**src/dsr_pkg.sv**
```systemverilog
`default_nettype none
package dsr_pkg;
  // Register byte addresses on APB
  localparam logic [7:0] ADDR_CTRL   = 8'h00;
  localparam logic [7:0] ADDR_STATUS = 8'h04;
  localparam logic [7:0] ADDR_LEDS   = 8'h08;
  localparam logic [7:0] ADDR_BLACK  = 8'h0C;
  localparam logic [7:0] ADDR_INTENS = 8'h10;
  localparam logic [7:0] ADDR_LATCH  = 8'h14;
  localparam logic [7:0] ADDR_PROC0  = 8'h18;
  localparam logic [7:0] ADDR_FRAMES = 8'h28;
  // Control field positions
  localparam int CTRL_CYCLE = 0;
  localparam int CTRL_BRAMP = 1;
  localparam int CTRL_IRAMP = 2;
  localparam int CTRL_W     = 3;
  // Status field positions
  localparam int ST_REPEAT  = 4;
  localparam int ST_VISIBLE = 5;
  localparam int ST_LATCHED = 6;
  localparam int ST_LINE    = 16;
  // Reset values: all indicators lit for the lamp check
  localparam logic [2:0] CTRL_RESET = 3'h0;
  localparam logic [8:0] LEDS_RESET = 9'h1FF;
  // Switch codes, bit0 = A ... bit3 = D, 1 = closed
  localparam logic [3:0] SW_BUS_CYCLE = 4'h3;
  // Raster figures
  localparam int CLK_HZ          = 40000000;
  localparam int CLK_PERIOD_PS   = 25000;
  localparam int PIXEL_PERIOD_PS = 55700;
  localparam int LINE_RATE_HZ    = 25500;
  localparam int FRAME_RATE_HZ   = 60;
  localparam int PIXELS_PER_LINE = 1024;
  localparam int LINES_PER_FRAME = 425;
  localparam int VISIBLE_LINES   = 400;
  localparam int LINE_CYCLES_MIN = CLK_HZ / LINE_RATE_HZ;
  // DAC ramp step time
  localparam int RAMP_STEP_NS     = 1000;
  localparam int RAMP_STEP_CYCLES =
    (RAMP_STEP_NS * 1000 + CLK_PERIOD_PS - 1) / CLK_PERIOD_PS;
  // APB handshake states
  typedef enum logic [1:0] {
    APB_IDLE = 2'b01,
    APB_ACK  = 2'b10
  } dsr_apb_state_t;
endpackage
`default_nettype wire

```
**src/dsr_dac_ramp.sv**
```systemverilog
`timescale 1ns/10ps
`default_nettype none
module dsr_dac_ramp #(
  parameter int WIDTH = 8,
  parameter int STEP_CYCLES = dsr_pkg::RAMP_STEP_CYCLES
) (
  input  wire logic             clock,
  input  wire logic             arst_n,
  input  wire logic             rampEn,
  input  wire logic [WIDTH-1:0] staticCode,
  output var  logic [WIDTH-1:0] dacCode
);
  localparam logic [15:0] LAST_DIV = 16'(STEP_CYCLES - 1);

  typedef struct packed {
    logic [15:0]      div;
    logic [WIDTH-1:0] code;
  } dsr_ramp_t;

  dsr_ramp_t q, d;

  // Ramp wraps through the whole code range; else follow software
  always_comb begin
    d = q;
    if (!rampEn) begin
      d.div = 16'h0000;
      d.code = staticCode;
    end else if (q.div == LAST_DIV) begin
      d.div = 16'h0000;
      d.code = q.code + WIDTH'(1);
    end else begin
      d.div = q.div + 16'h0001;
    end
  end

  always_ff @(posedge clock or negedge arst_n) begin
    if (!arst_n) begin
      q <= '0;
    end else begin
      q <= d;
    end
  end

  assign dacCode = q.code;

  ramp_step_a: assert property (
    @(posedge clock) disable iff (!arst_n)
    (rampEn && $past(rampEn) && $changed(q.code))
    |-> q.code == $past(q.code) + WIDTH'(1) && $past(q.div) == LAST_DIV)
    else $error("ramp step wrong");
  ramp_wrap_c: cover property (
    @(posedge clock) disable iff (!arst_n)
    rampEn && q.code == '0 && $past(q.code) == '1);
endmodule
`default_nettype wire

```
**src/dsr_display_if_selftest.sv**
```systemverilog
// Chosen here: the placing of the registers and the APB register port.
`timescale 1ns/10ps
`default_nettype none
// Overview of operation
// - Continuous repeat on command, and automatic when only switches A and B closed.
// - Background and intensity DACs support a continuous ramp through their range.
// - Raster is 1024 pixels per line, 425 lines per frame, 400 visible.
// - Line rate 25.5 kHz, frame rate 60 Hz, one pixel every 55.7 ns.
module dsr_display_if_selftest (
  input  wire logic        clock,
  input  wire logic        arst_n,
  input  wire logic [7:0]  paddr,
  input  wire logic        psel,
  input  wire logic        penable,
  input  wire logic        pwrite,
  input  wire logic [31:0] pwdata,
  output var  logic [31:0] prdata,
  output var  logic        pready,
  output var  logic        pslverr,
  input  wire logic [3:0]  test_select_switches,
  output var  logic        selftest_trigger_n,
  output var  logic [7:0]  errorLeds,
  output var  logic        haltLed,
  output var  logic        repeatRun,
  output var  logic [7:0]  black_level_dac_out,
  output var  logic [7:0]  intensityDacOut,
  output var  logic        hsync,
  output var  logic        vsync,
  output var  logic        lineVisible
);
  typedef struct packed {
    dsr_pkg::dsr_apb_state_t st;
    logic                    pready;
    logic                    pslverr;
    logic [31:0]             prdata;
    logic [2:0]              ctrl;
    logic [8:0]              leds;
    logic [7:0]              blackCode;
    logic [7:0]              intCode;
    logic [3:0][15:0]        procReg;
    logic [3:0]              switches;
    logic                    swLatched;
    logic                    repeatRun;
    logic                    trigN;
    logic [15:0]             frameCount;
  } dsr_top_t;

  dsr_top_t q, d;
  logic     frameTick;
  logic [8:0] lineY;
  logic [32:0] rd;
  logic     wrEdge;
  logic [32:0] procHit;

  // Read decode: top bit is the address hit
  function automatic logic [32:0] readReg(
    input logic [7:0] a,
    input dsr_top_t   s,
    input logic [8:0] ln,
    input logic       vis
  );
    logic [32:0] r;
    r = 33'h000000000;
    unique case (a)
      dsr_pkg::ADDR_CTRL:   r = {1'b1, 29'h0, s.ctrl};
      dsr_pkg::ADDR_STATUS: begin
        r[32] = 1'b1;
        r[3:0] = s.switches;
        r[dsr_pkg::ST_REPEAT] = s.repeatRun;
        r[dsr_pkg::ST_VISIBLE] = vis;
        r[dsr_pkg::ST_LATCHED] = s.swLatched;
        r[dsr_pkg::ST_LINE +: 9] = ln;
      end
      dsr_pkg::ADDR_LEDS:   r = {1'b1, 23'h0, s.leds};
      dsr_pkg::ADDR_BLACK:  r = {1'b1, 24'h0, s.blackCode};
      dsr_pkg::ADDR_INTENS: r = {1'b1, 24'h0, s.intCode};
      dsr_pkg::ADDR_LATCH:  r = {1'b1, 28'h0, s.switches};
      dsr_pkg::ADDR_FRAMES: r = {1'b1, 16'h0, s.frameCount};
      default: begin
        if (a[7:4] == dsr_pkg::ADDR_PROC0[7:4]
            || a[7:4] == 4'h2) begin
          r = procRead(a, s);
        end
      end
    endcase
    return r;
  endfunction

  // Four independent processor registers, one word apart
  function automatic logic [32:0] procRead(
    input logic [7:0] a,
    input dsr_top_t   s
  );
    logic [7:0] off;
    off = a - dsr_pkg::ADDR_PROC0;
    if (a >= dsr_pkg::ADDR_PROC0 && off < 8'h10 && off[1:0] == 2'b00) begin
      return {1'b1, 16'h0, s.procReg[off[3:2]]};
    end
    return 33'h000000000;
  endfunction

  assign rd = readReg(paddr, q, lineY, lineVisible);
  assign wrEdge = (q.st == dsr_pkg::APB_ACK) && psel && penable;
  // Processor register hit, kept apart so the write path can test it
  assign procHit = procRead(paddr, q);

  // APB slave with one wait state, then block state updates
  always_comb begin
    d = q;
    d.trigN = 1'b1;
    unique case (q.st)
      dsr_pkg::APB_IDLE: begin
        d.pready = 1'b0;
        d.pslverr = 1'b0;
        if (psel && penable) begin
          d.st = dsr_pkg::APB_ACK;
          d.pready = 1'b1;
          d.pslverr = !rd[32];
          d.prdata = (pwrite || !rd[32]) ? 32'h00000000 : rd[31:0];
        end
      end
      dsr_pkg::APB_ACK: begin
        d.st = dsr_pkg::APB_IDLE;
        d.pready = 1'b0;
        d.pslverr = 1'b0;
      end
    endcase
    // Writes land only on the edge that samples pready high
    if (wrEdge && pwrite && !q.pslverr) begin
      unique case (paddr)
        dsr_pkg::ADDR_CTRL:   d.ctrl = pwdata[dsr_pkg::CTRL_W-1:0];
        dsr_pkg::ADDR_LEDS:   d.leds = pwdata[8:0];
        dsr_pkg::ADDR_BLACK:  d.blackCode = pwdata[7:0];
        dsr_pkg::ADDR_INTENS: d.intCode = pwdata[7:0];
        default: begin
          if (procHit[32]) begin
            d.procReg[paddr[3:2] - 2'b10] = pwdata[15:0];
          end
        end
      endcase
    end
    // Latch read gives a low trigger pulse for scope capture
    if (wrEdge && !pwrite && paddr == dsr_pkg::ADDR_LATCH) begin
      d.trigN = 1'b0;
    end
    // Straps are caught once, on the first edge after reset release
    if (!q.swLatched) begin
      d.switches = test_select_switches;
      d.swLatched = 1'b1;
    end
    // Repeat on command or when only A and B are closed
    d.repeatRun = q.ctrl[dsr_pkg::CTRL_CYCLE]
      || (q.swLatched && q.switches == dsr_pkg::SW_BUS_CYCLE);
    if (frameTick) begin
      d.frameCount = q.frameCount + 16'h0001;
    end
  end

  always_ff @(posedge clock or negedge arst_n) begin
    if (!arst_n) begin
      q <= '0;
      q.st <= dsr_pkg::APB_IDLE;
      q.ctrl <= dsr_pkg::CTRL_RESET;
      q.leds <= dsr_pkg::LEDS_RESET;
      q.trigN <= 1'b1;
    end else begin
      q <= d;
    end
  end

  assign prdata = q.prdata;
  assign pready = q.pready;
  assign pslverr = q.pslverr;
  assign selftest_trigger_n = q.trigN;
  assign errorLeds = q.leds[7:0];
  assign haltLed = q.leds[8];
  assign repeatRun = q.repeatRun;

  // Raster generator
  dsr_raster_timing uRaster (
    .clock       (clock),
    .arst_n      (arst_n),
    .hsync       (hsync),
    .vsync       (vsync),
    .lineVisible (lineVisible),
    .frameTick   (frameTick),
    .lineY       (lineY)
  );

  // Background level DAC, ramps when enabled
  dsr_dac_ramp #(
    .WIDTH       (8),
    .STEP_CYCLES (dsr_pkg::RAMP_STEP_CYCLES)
  ) uBlackRamp (
    .clock      (clock),
    .arst_n     (arst_n),
    .rampEn     (q.ctrl[dsr_pkg::CTRL_BRAMP]),
    .staticCode (q.blackCode),
    .dacCode    (black_level_dac_out)
  );

  // Intensity DAC, ramps when enabled
  dsr_dac_ramp #(
    .WIDTH       (8),
    .STEP_CYCLES (dsr_pkg::RAMP_STEP_CYCLES)
  ) uIntRamp (
    .clock      (clock),
    .arst_n     (arst_n),
    .rampEn     (q.ctrl[dsr_pkg::CTRL_IRAMP]),
    .staticCode (q.intCode),
    .dacCode    (intensityDacOut)
  );

  // Repeat, strap and bus handshake checks
  auto_repeat_a: assert property (
    @(posedge clock) disable iff (!arst_n)
    (q.swLatched && q.switches == dsr_pkg::SW_BUS_CYCLE) |=> repeatRun)
    else $error("switch repeat not raised");
  cmd_repeat_a: assert property (
    @(posedge clock) disable iff (!arst_n)
    $rose(q.ctrl[dsr_pkg::CTRL_CYCLE]) |=> repeatRun)
    else $error("command repeat not raised");
  strap_hold_a: assert property (
    @(posedge clock) disable iff (!arst_n)
    $past(q.swLatched) |-> $stable(q.switches))
    else $error("switches resampled");
  ready_pulse_a: assert property (
    @(posedge clock) disable iff (!arst_n)
    (psel && penable && q.st == dsr_pkg::APB_IDLE) |=> pready ##1 !pready)
    else $error("pready not one wait state");
  trig_read_a: assert property (
    @(posedge clock) disable iff (!arst_n)
    (wrEdge && !pwrite && paddr == dsr_pkg::ADDR_LATCH)
    |=> !selftest_trigger_n ##1 selftest_trigger_n)
    else $error("trigger pulse wrong");
  repeat_on_c: cover property (
    @(posedge clock) disable iff (!arst_n) $rose(repeatRun));
  trig_seen_c: cover property (
    @(posedge clock) disable iff (!arst_n) !selftest_trigger_n);
  bad_addr_c: cover property (
    @(posedge clock) disable iff (!arst_n) pready && pslverr);

  // DAC, indicator and refusal checks
  black_follow_a: assert property (
    @(posedge clock) disable iff (!arst_n)
    !q.ctrl[dsr_pkg::CTRL_BRAMP]
    |=> black_level_dac_out == $past(q.blackCode))
    else $error("black level not following its code");
  intens_follow_a: assert property (
    @(posedge clock) disable iff (!arst_n)
    !q.ctrl[dsr_pkg::CTRL_IRAMP]
    |=> intensityDacOut == $past(q.intCode))
    else $error("intensity not following its code");
  leds_write_a: assert property (
    @(posedge clock) disable iff (!arst_n)
    (wrEdge && pwrite && !q.pslverr && paddr == dsr_pkg::ADDR_LEDS)
    |=> {haltLed, errorLeds} == $past(pwdata[8:0]))
    else $error("indicator write lost");
  lamp_reset_a: assert property (
    @(posedge clock) disable iff (!arst_n)
    $rose(q.swLatched) |-> {haltLed, errorLeds} == dsr_pkg::LEDS_RESET)
    else $error("indicators not all lit after reset");
  err_ready_a: assert property (
    @(posedge clock) disable iff (!arst_n)
    pslverr |-> pready)
    else $error("error flag without ready");
  ready_single_a: assert property (
    @(posedge clock) disable iff (!arst_n)
    pready |=> !pready)
    else $error("ready held past one cycle");
  refused_write_a: assert property (
    @(posedge clock) disable iff (!arst_n)
    (wrEdge && pwrite && q.pslverr)
    |=> $stable(q.procReg) && $stable(q.leds) && $stable(q.ctrl))
    else $error("refused write changed state");
  repeat_drop_a: assert property (
    @(posedge clock) disable iff (!arst_n)
    (q.swLatched && !q.ctrl[dsr_pkg::CTRL_CYCLE]
      && q.switches != dsr_pkg::SW_BUS_CYCLE) |=> !repeatRun)
    else $error("repeat raised without cause");
  frame_count_a: assert property (
    @(posedge clock) disable iff (!arst_n)
    frameTick |=> q.frameCount == $past(q.frameCount) + 16'h0001)
    else $error("frame count not stepped");
endmodule
`default_nettype wire

```
**src/dsr_raster_timing.sv**
```systemverilog
`timescale 1ns/10ps
`default_nettype none
module dsr_raster_timing (
  input  wire logic       clock,
  input  wire logic       arst_n,
  output var  logic       hsync,
  output var  logic       vsync,
  output var  logic       lineVisible,
  output var  logic       frameTick,
  output var  logic [8:0] lineY
);
  localparam logic [17:0] PIX_STEP = 18'(dsr_pkg::CLK_PERIOD_PS);
  localparam logic [17:0] PIX_PER  = 18'(dsr_pkg::PIXEL_PERIOD_PS);
  localparam logic [26:0] LINE_ADD = 27'(dsr_pkg::LINE_RATE_HZ);
  localparam logic [26:0] CLK_F    = 27'(dsr_pkg::CLK_HZ);
  localparam logic [9:0]  LAST_PIX = 10'(dsr_pkg::PIXELS_PER_LINE - 1);
  localparam logic [8:0]  LAST_LN  = 9'(dsr_pkg::LINES_PER_FRAME - 1);
  localparam logic [8:0]  VIS_LN   = 9'(dsr_pkg::VISIBLE_LINES);

  typedef struct packed {
    logic [17:0] pixAcc;
    logic [26:0] lineAcc;
    logic [9:0]  pixelX;
    logic [8:0]  lineY;
    logic        pixelTick;
    logic        hsync;
    logic        vsync;
    logic        visible;
    logic        frameTick;
  } dsr_raster_t;

  dsr_raster_t q, d;
  logic [17:0] pSum;
  logic [26:0] lSum;

  // Fractional accumulators: clock is not a multiple of either rate
  always_comb begin
    d = q;
    pSum = q.pixAcc + PIX_STEP;
    lSum = q.lineAcc + LINE_ADD;
    d.pixelTick = 1'b0;
    d.hsync = 1'b0;
    d.frameTick = 1'b0;
    if (pSum >= PIX_PER) begin
      d.pixAcc = pSum - PIX_PER;
      d.pixelTick = 1'b1;
      if (q.pixelX != LAST_PIX) begin
        d.pixelX = q.pixelX + 10'h001;
      end
    end else begin
      d.pixAcc = pSum;
    end
    if (lSum >= CLK_F) begin
      d.lineAcc = lSum - CLK_F;
      d.hsync = 1'b1;
      d.pixelX = 10'h000;
      if (q.lineY == LAST_LN) begin
        d.lineY = 9'h000;
        d.frameTick = 1'b1;
      end else begin
        d.lineY = q.lineY + 9'h001;
      end
    end else begin
      d.lineAcc = lSum;
    end
    d.vsync = (d.lineY == 9'h000);
    d.visible = (d.lineY < VIS_LN);
  end

  always_ff @(posedge clock or negedge arst_n) begin
    if (!arst_n) begin
      q <= '0;
    end else begin
      q <= d;
    end
  end

  assign hsync = q.hsync;
  assign vsync = q.vsync;
  assign lineVisible = q.visible;
  assign frameTick = q.frameTick;
  assign lineY = q.lineY;

  // Helper: cycles since last line start
  logic [11:0] lineGap;
  always_ff @(posedge clock or negedge arst_n) begin
    if (!arst_n) begin
      lineGap <= 12'h000;
    end else if (q.hsync) begin
      lineGap <= 12'h001;
    end else begin
      lineGap <= lineGap + 12'h001;
    end
  end

  pixel_spacing_a: assert property (
    @(posedge clock) disable iff (!arst_n)
    q.pixelTick |=> !q.pixelTick ##[1:2] q.pixelTick)
    else $error("pixel tick spacing wrong");
  line_period_a: assert property (
    @(posedge clock) disable iff (!arst_n)
    (q.hsync && $past(q.hsync, 1) == 1'b0 && q.lineY != 9'h001)
    |-> (lineGap == 12'(dsr_pkg::LINE_CYCLES_MIN)
      || lineGap == 12'(dsr_pkg::LINE_CYCLES_MIN + 1)))
    else $error("line period wrong");
  frame_wrap_a: assert property (
    @(posedge clock) disable iff (!arst_n)
    q.frameTick |-> $past(q.lineY) == LAST_LN && q.lineY == 9'h000)
    else $error("frame not 425 lines");
  frame_seen_c: cover property (
    @(posedge clock) disable iff (!arst_n) q.frameTick);
endmodule
`default_nettype wire

```
**config.mk**
```make
export PLATFORM = sky130hd
export DESIGN_NAME = dsr_display_if_selftest
export DESIGN_NICKNAME = d
export VERILOG_FILES = /design/src/dsr_pkg.sv /design/src/dsr_dac_ramp.sv /design/src/dsr_display_if_selftest.sv /design/src/dsr_raster_timing.sv
export SDC_FILE = /design/constraint.sdc
export NUM_CORES = 1
export LEC_CHECK = 0
export ABC_AREA = 1
export BUFFER_PORTS_ARGS = -buffer_cell sky130_fd_sc_hd__buf_4
export CAP_MARGIN = 20
export CORE_MARGIN = 2
export CORE_UTILIZATION = 30
export CTS_CLUSTER_SIZE = 16
export DETAILED_ROUTE_END_ITERATION = 7
export PLACE_DENSITY = 0.51
export SYNTH_ARGS = -nofsm -noshare
export SYNTH_HDL_FRONTEND = slang
export SYNTH_HIERARCHICAL = 1
export SYNTH_SLANG_ARGS = --single-unit
```
**constraint.sdc**
```tcl
create_clock -name clock -period 4.46 [get_ports clock]
set_clock_uncertainty 0.15 [all_clocks]
set_input_delay 0.892 -clock clock [delete_from_list [all_inputs] [get_ports clock]]
set_output_delay 0.892 -clock clock [all_outputs]
set_load 0.01 [all_outputs]
```
==> flow_metrics.tcl, run 1 <==
set metrics [dict create \
    status "completed" \
    finalSetupViolations 0 \
    initial_utilization_pct 30.3 \
    drc 0 \
    finalCritPeriodShare_pct 73.4 \
    first_iter_violations 804 \
    max_cap_viol_count 0 \
    worstRegToRegCells 22 \
    crit_path_start "uRaster/q[26]$_DFF_PN0_" \
    clk-insertion-delay-late_ns 0.58 \
    hp-class "in -> async" \
    nNetsFinal 1871 \
    r2r_slack_ns 1.19 \
    clock.fmax_ghz 0.306 \
    cp_max_fo 32 \
    synth_area_mm2 0.0134 \
    fp.dieH_um 215 \
    r2r-start "uRaster/q[26]$_DFF_PN0_" \
    grt_first_pass_wirelength_mm 59.1 \
    die_x_um 215 \
    ctsHoldBuffers 0 \
    dr.pass1.iters 5 \
    yosys-top-cells-area "dfrtp_1, nand2_1, nand3_1" \
    htree_num_levels 1 \
    cts.clk_slew.worst_paths_ns 0.06 \
    crit_path_start_kind "flip-flop" \
    endpoint "uRaster/vsync$_DFF_PN0_" \
    synth_cell_types 45 \
    finish.utilization_pct 34.6 \
    yosys_warnings 6 \
    ant_nets 0 \
    ir_drop_uv 249 \
    fp.coreArea_mm2 0.0441 \
    fin_setup_tns_ns 0 \
    rows 77 \
    fin_area_mm2 0.0153 \
    yosys.area.top_type "dfrtp_1" \
    cts_buffer_depth 3 \
    cts.sinks 230 \
    grt_max_degree 119 \
    die_area_mm2 0.0463 \
    cts_resized 0 \
    grt.overflow.total 0 \
    gp_congestion 0.849 \
    p_leak_nw 7.20 \
    cts_made_buffers 29 \
    syn_inst 1779 \
    vias 11300 \
    boundaryPins 113 \
    via_per_inst 4.64 \
    synth-seq-cells 230 \
    synth_top_area_share_pct 41.0 \
    period_minus_slack_ns 3.27 \
    r2r_end "uRaster/vsync$_DFF_PN0_" \
    drv_slew 0 \
    hold_viol_final 0 \
    slew_headroom_pct 35.1 \
    postCtsSetupBuffers 0 \
    drt-total-wl_mm 36.4 \
    cts_tree "yes" \
    worst_setup_path_end_kind "flip-flop" \
    worst_pin_slew_ns 0.974 \
    wire_per_inst_um 15.0 \
    cts_root_buf "clkbuf_16" \
    track_usage_pct 15.7 \
    antenna_found_initial 6 \
    first_global_vias 10800 \
    io_buffers 89 \
    drive_gt1_share_pct 16.5 \
    final_common_cell "nand2_1" \
    syn_to_final_growth_pct 14.0 \
    detailed_place_hpwl_mm 26.4 \
    cellPowerDensity_mw_per_mm2 324 \
    arrival_ns 3.61 \
    critPathKind "reg -> reg" \
    crit_required_ns 4.80 \
    layout_common_cells "nand2_1, dfrtp_1, nor2_1" \
    fillers 4771 \
    rsz0062_at_grt "false" \
    dpl_cell_area_mm2 0.0142 \
    ys_seq_area_share_pct 43.1 \
    syn_avg_cell_area_um2 7.52 \
]
## power breakdown
| part | total [W] | internal, W | switching, W | leakage, nW |
|---|---|---|---|---|
| Sequential | 0.00211 | 0.00210 | 0.0000104 | 3.09 |
| Combinational | 0.000181 | 0.0000460 | 0.000135 | 3.57 |
| Clock | 0.00266 | 0.00171 | 0.000952 | 0.541 |
| Total | 0.00495 | 0.00385 | 0.00110 | 7.20 |
## final cells by class
cell class	count	area [um2]	area share, %
clock buffer	38	830	5.44
sequential	230	5770	37.8
timing repair buffer	100	783	5.13
clock inverter	16	262	1.71
inverter	179	677	4.44
tap	592	741	4.85
multi-input combinational	1271	6190	40.6
antenna	2	5.00	0.0328
## sequential cells by signal, indices dropped and copies added (netlist names), 8 cells and up
register,flops
errorLeds,8
uIntRamp/dacCode,8
uBlackRamp/dacCode,8
uIntRamp/q,16
uRaster/q,25
q,106
prdata,25
uRaster/lineY,9
uBlackRamp/q,16
## critical path, stage by stage, from the launching register on
cell and delay (ns):
dfrtp_1 0.38, inv_1 0.14, ha_1 0.24, nand2_1 0.10
nand2_2 0.10, nand2_2 0.10, nand2_2 0.12, nand2_1 0.06
nand2_1 0.10, nand2_1 0.14, nor2_1 0.11, nand2_1 0.06
nor2_1 0.18, nand2_1 0.09, nand2_2 0.11, nand2_4 0.08
nand3_4 0.32, inv_1 0.21, nand2_1 0.10, nand2_1 0.06
nor2_1 0.10, nand2_1 0.05, nor2_1 0.09
## stage by stage
| step | cells | worst slack, ns | hold slack [ns] | power (W) |
|---|---|---|---|---|
| after floorplan | 1785 | 1.96 | 0.295 | 0.00222 |
| after global placement | 2372 | 1.23 | 0.317 | 0.00233 |
| after detailed placement | 2372 | 1.20 | 0.323 | 0.00234 |
| after CTS | 2426 | 1.16 | 0.321 | 0.00503 |
| after global routing | 2427 | 0.818 | 0.327 | 0.00513 |
| final | 2428 | 1.19 | 0.245 | 0.00495 |
## routing by layer
layer  wire length (um)  track usage, %  vias to the layer above
met3               1890            3.28                       65
met1              17300            21.7                     5316
li1                   -               -                     5650
met2              16300            24.9                      229
met4                974            4.16                        6
met5                 42               0                        -
## synth_stat cells, drive strengths merged
master / instances
nand2: 590
dfrtp: 219
nor2: 206
inv: 176
nand3: 171
o21ai: 131
buf: 88
nand4: 35
xor2: 32
a21oi: 28
nor3: 23
clkbuf: 17
dfstp: 11
ha: 11
or2: 9
xnor2: 8
nand3b: 5
a31oi: 3
clkinv: 3
conb: 2
nor3b: 2
nor4: 2
o211ai: 2
a22oi: 1
o2111ai: 1
o21ba: 1
o41ai: 1
or4: 1
## worst min path at each step
stage	start	endpoint	slack, ns	cells after the start
floorplan	q[112]$_DFFE_PN0P_	repeatRun$_DFF_PN0_	0.29	2
global placement	q[65]$_DFFE_PN0P_	q[65]$_DFFE_PN0P_	0.32	2
detailed placement	prdata[15]$_DFFE_PN0P_	prdata[15]$_DFFE_PN0P_	0.32	2
CTS	arst_n	uBlackRamp/q[11]$_DFF_PN0_	0.32	1
global route	arst_n	uBlackRamp/q[11]$_DFF_PN0_	0.33	1
finish	arst_n	uBlackRamp/q[11]$_DFF_PN0_	0.25	1
## logic make-up after synthesis
kind of cell | after synthesis | share of synthesized area [%]
other | 2 | 0.0561
adder cells (fa/ha/maj) | 11 | 1.03
AND/OR/NAND/NOR | 1044 | 35.8
flip-flops | 230 | 43.1
buffers and inverters | 284 | 10.8
AO/OA/AOI/OAI | 168 | 6.58
XOR/XNOR | 40 | 2.62
No activity file was read; power rests on OpenSTA's default activity.
==> inputs of run 2 (changes only) <==
Clock period 4.46 ns to 3.2 ns, I/O delays scaled along.
==> flow_metrics.tcl, run 2 (synthesis results as in run 1) <==
set metrics [dict create \
    status "completed" \
    cts_made_buffers 28 \
    finalSetupViolations 0 \
    wire_per_inst_um 15.0 \
    ant_nets 0 \
    io_buffers 89 \
    comb_power_share_pct 4.0 \
    fp.coreArea_mm2 0.0441 \
    p_leak_nw 7.22 \
    die_area_mm2 0.0463 \
    cts_root_buf "clkbuf_16" \
    worst_setup_path_end_kind "flip-flop" \
    arrival_ns 3.24 \
    via_per_inst 4.65 \
    regMostFlops "q" \
    ir_drop_uv 321 \
    dr.pass1.iters 5 \
    vias 11300 \
    antenna_found_initial 2 \
    drive_gt1_share_pct 17.0 \
    first_iter_violations 803 \
    clk-insertion-delay-late_ns 0.56 \
    fp.dieH_um 215 \
    nNetsFinal 1886 \
    rows 77 \
    dpl_cell_area_mm2 0.0142 \
    grt.overflow.total 0 \
    fin_area_mm2 0.0152 \
    intPower_w 0.00494 \
    htree_num_levels 1 \
    cp_max_fo 17 \
    clock_power_share_pct 50.3 \
    crit_required_ns 3.49 \
    largest_register_ffs 106 \
    finalCritPeriodShare_pct 92.2 \
    fin_cells 2442 \
    power_switching_share_pct 23.3 \
    initial_utilization_pct 30.3 \
    hold_viol_final 0 \
    max_cap_viol_count 0 \
    cts_buffer_depth 3 \
    rsz0062_at_grt "false" \
    first_global_vias 11000 \
    track_usage_pct 15.9 \
    worstRegToRegCells 17 \
    setup_slack_ns 0.250 \
    clock.fmax_ghz 0.339 \
    gp_congestion 0.904 \
    final_common_cell "nand2_1" \
    grt_max_degree 69 \
    die_x_um 215 \
    layout_common_cells "nand2_1, dfrtp_1, nor2_1" \
    cts.sinks 230 \
    detailed_place_hpwl_mm 26.6 \
    dp.cells 2383 \
    syn_to_final_growth_pct 14.0 \
    hold_depth 3 \
    cellPowerDensity_mw_per_mm2 423 \
    grt_first_pass_wirelength_mm 59.6 \
    crit_path_start_kind "flip-flop" \
    drc 0 \
    slew_headroom_pct 51.8 \
    period_minus_slack_ns 2.95 \
    drt-total-wl_mm 36.7 \
    cts.clk_slew.worst_paths_ns 0.06 \
    boundaryPins 113 \
    drv_slew 0 \
    hp-class "in -> reg" \
    place_ws_ns 0.155 \
    critPathKind "reg -> reg" \
    switching_power_w 0.00150 \
    seq_power_share_pct 45.7 \
    fin_setup_tns_ns 0 \
    cts_tree "yes" \
    worst_pin_slew_ns 0.717 \
]
run 2: cell types whose count changed in the layout (fill, tap and decap cells not counted), moves of 2 or more:
cell | previous run | this run
buf_4 | 97 | 111
bufinv_16 | 7 | 1
clkbuf_1 | 2 | 7
clkbuf_8 | 7 | 11
clkinv_2 | 7 | 3
nor2_1 | 168 | 166
nor2_2 | 22 | 24
run 2: worst paths after layout:
kind	to	start	slack, ns
setup / recovery	uRaster/q[50]$_DFF_PN0_	uRaster/q[26]$_DFF_PN0_	0.25
hold / removal	q[22]$_DFFE_PN0N_	test_select_switches[3]	0.13
setup reg to reg	uRaster/q[50]$_DFF_PN0_	uRaster/q[26]$_DFF_PN0_	0.25
hold reg to reg	q[35]$_DFFE_PN0P_	q[35]$_DFFE_PN0P_	0.33
max in group asynchronous	errorLeds[5]$_DFFE_PN1P_	arst_n	1.59
min in group asynchronous	uBlackRamp/q[17]$_DFF_PN0_	arst_n	0.48
run 2: per-stage QoR:
step / hold slack [ns] / total power [W] / util, %
floorplan: 0.194 / 0.00310 / -
global placement: 0.316 / 0.00326 / 32.3
detailed placement: 0.322 / 0.00326 / 32.3
CTS: 0.107 / 0.00655 / 34.5
global route: 0.112 / 0.00670 / 34.5
finish: 0.126 / 0.00644 / 34.6
run 2: worst max-delay path: stages (launching register included):
cell     delay [ns]
dfrtp_1        0.38
inv_1          0.13
ha_2           0.22
nand2_1        0.09
nand2_2        0.10
nand2_2        0.09
nand2_2        0.11
nand2_1        0.05
nand2_1        0.09
nand2_1        0.11
a21oi_2        0.18
nand3_1        0.11
nor2_2         0.19
nand2_4        0.11
nand3_4        0.16
buf_4          0.26
nand4_1        0.13
xor2_1         0.16
run 2: cell type report:
cell class	count	area (um2)
diodes	2	5.00
clock buffers	46	878
clock inverters	6	70.1
fillers	4710	28900
inverters	179	677
multi-input cells	1272	6210
flip-flops and latches	230	5770
well taps	592	741
repair buffers	115	898
run 2: repair_timing:
| item | CTS | global route |
|---|---|---|
| endpoints found under the hold margin | 58 | 0 |
| hold buffers | 1 | 0 |
| setup buffers | 0 | 3 |
| resized for setup | 0 | 4 |
| setup endpoints to repair | 0 | 18 |
run 2: power by group through the flow:
stage	clock network, W	registers (W)	logic, W
final	0.00324	0.00294	0.000260
after global routing	0.00347	0.00294	0.000295
after floorplan	0	0.00299	0.000109
after CTS	0.00334	0.00294	0.000270
after global placement	0	0.00299	0.000265
after detailed placement	0	0.00299	0.000269
run 2: layer usage:
metal	part of all wire (%)	vias up	routed length, um	GRT usage (%)
li1	-	5698	-	-
met1	47	5336	17300	22.1
met2	45	254	16500	25.4
met3	5.4	54	1980	3.06
met4	2.3	4	848	3.56
met5	0.068	-	25	0
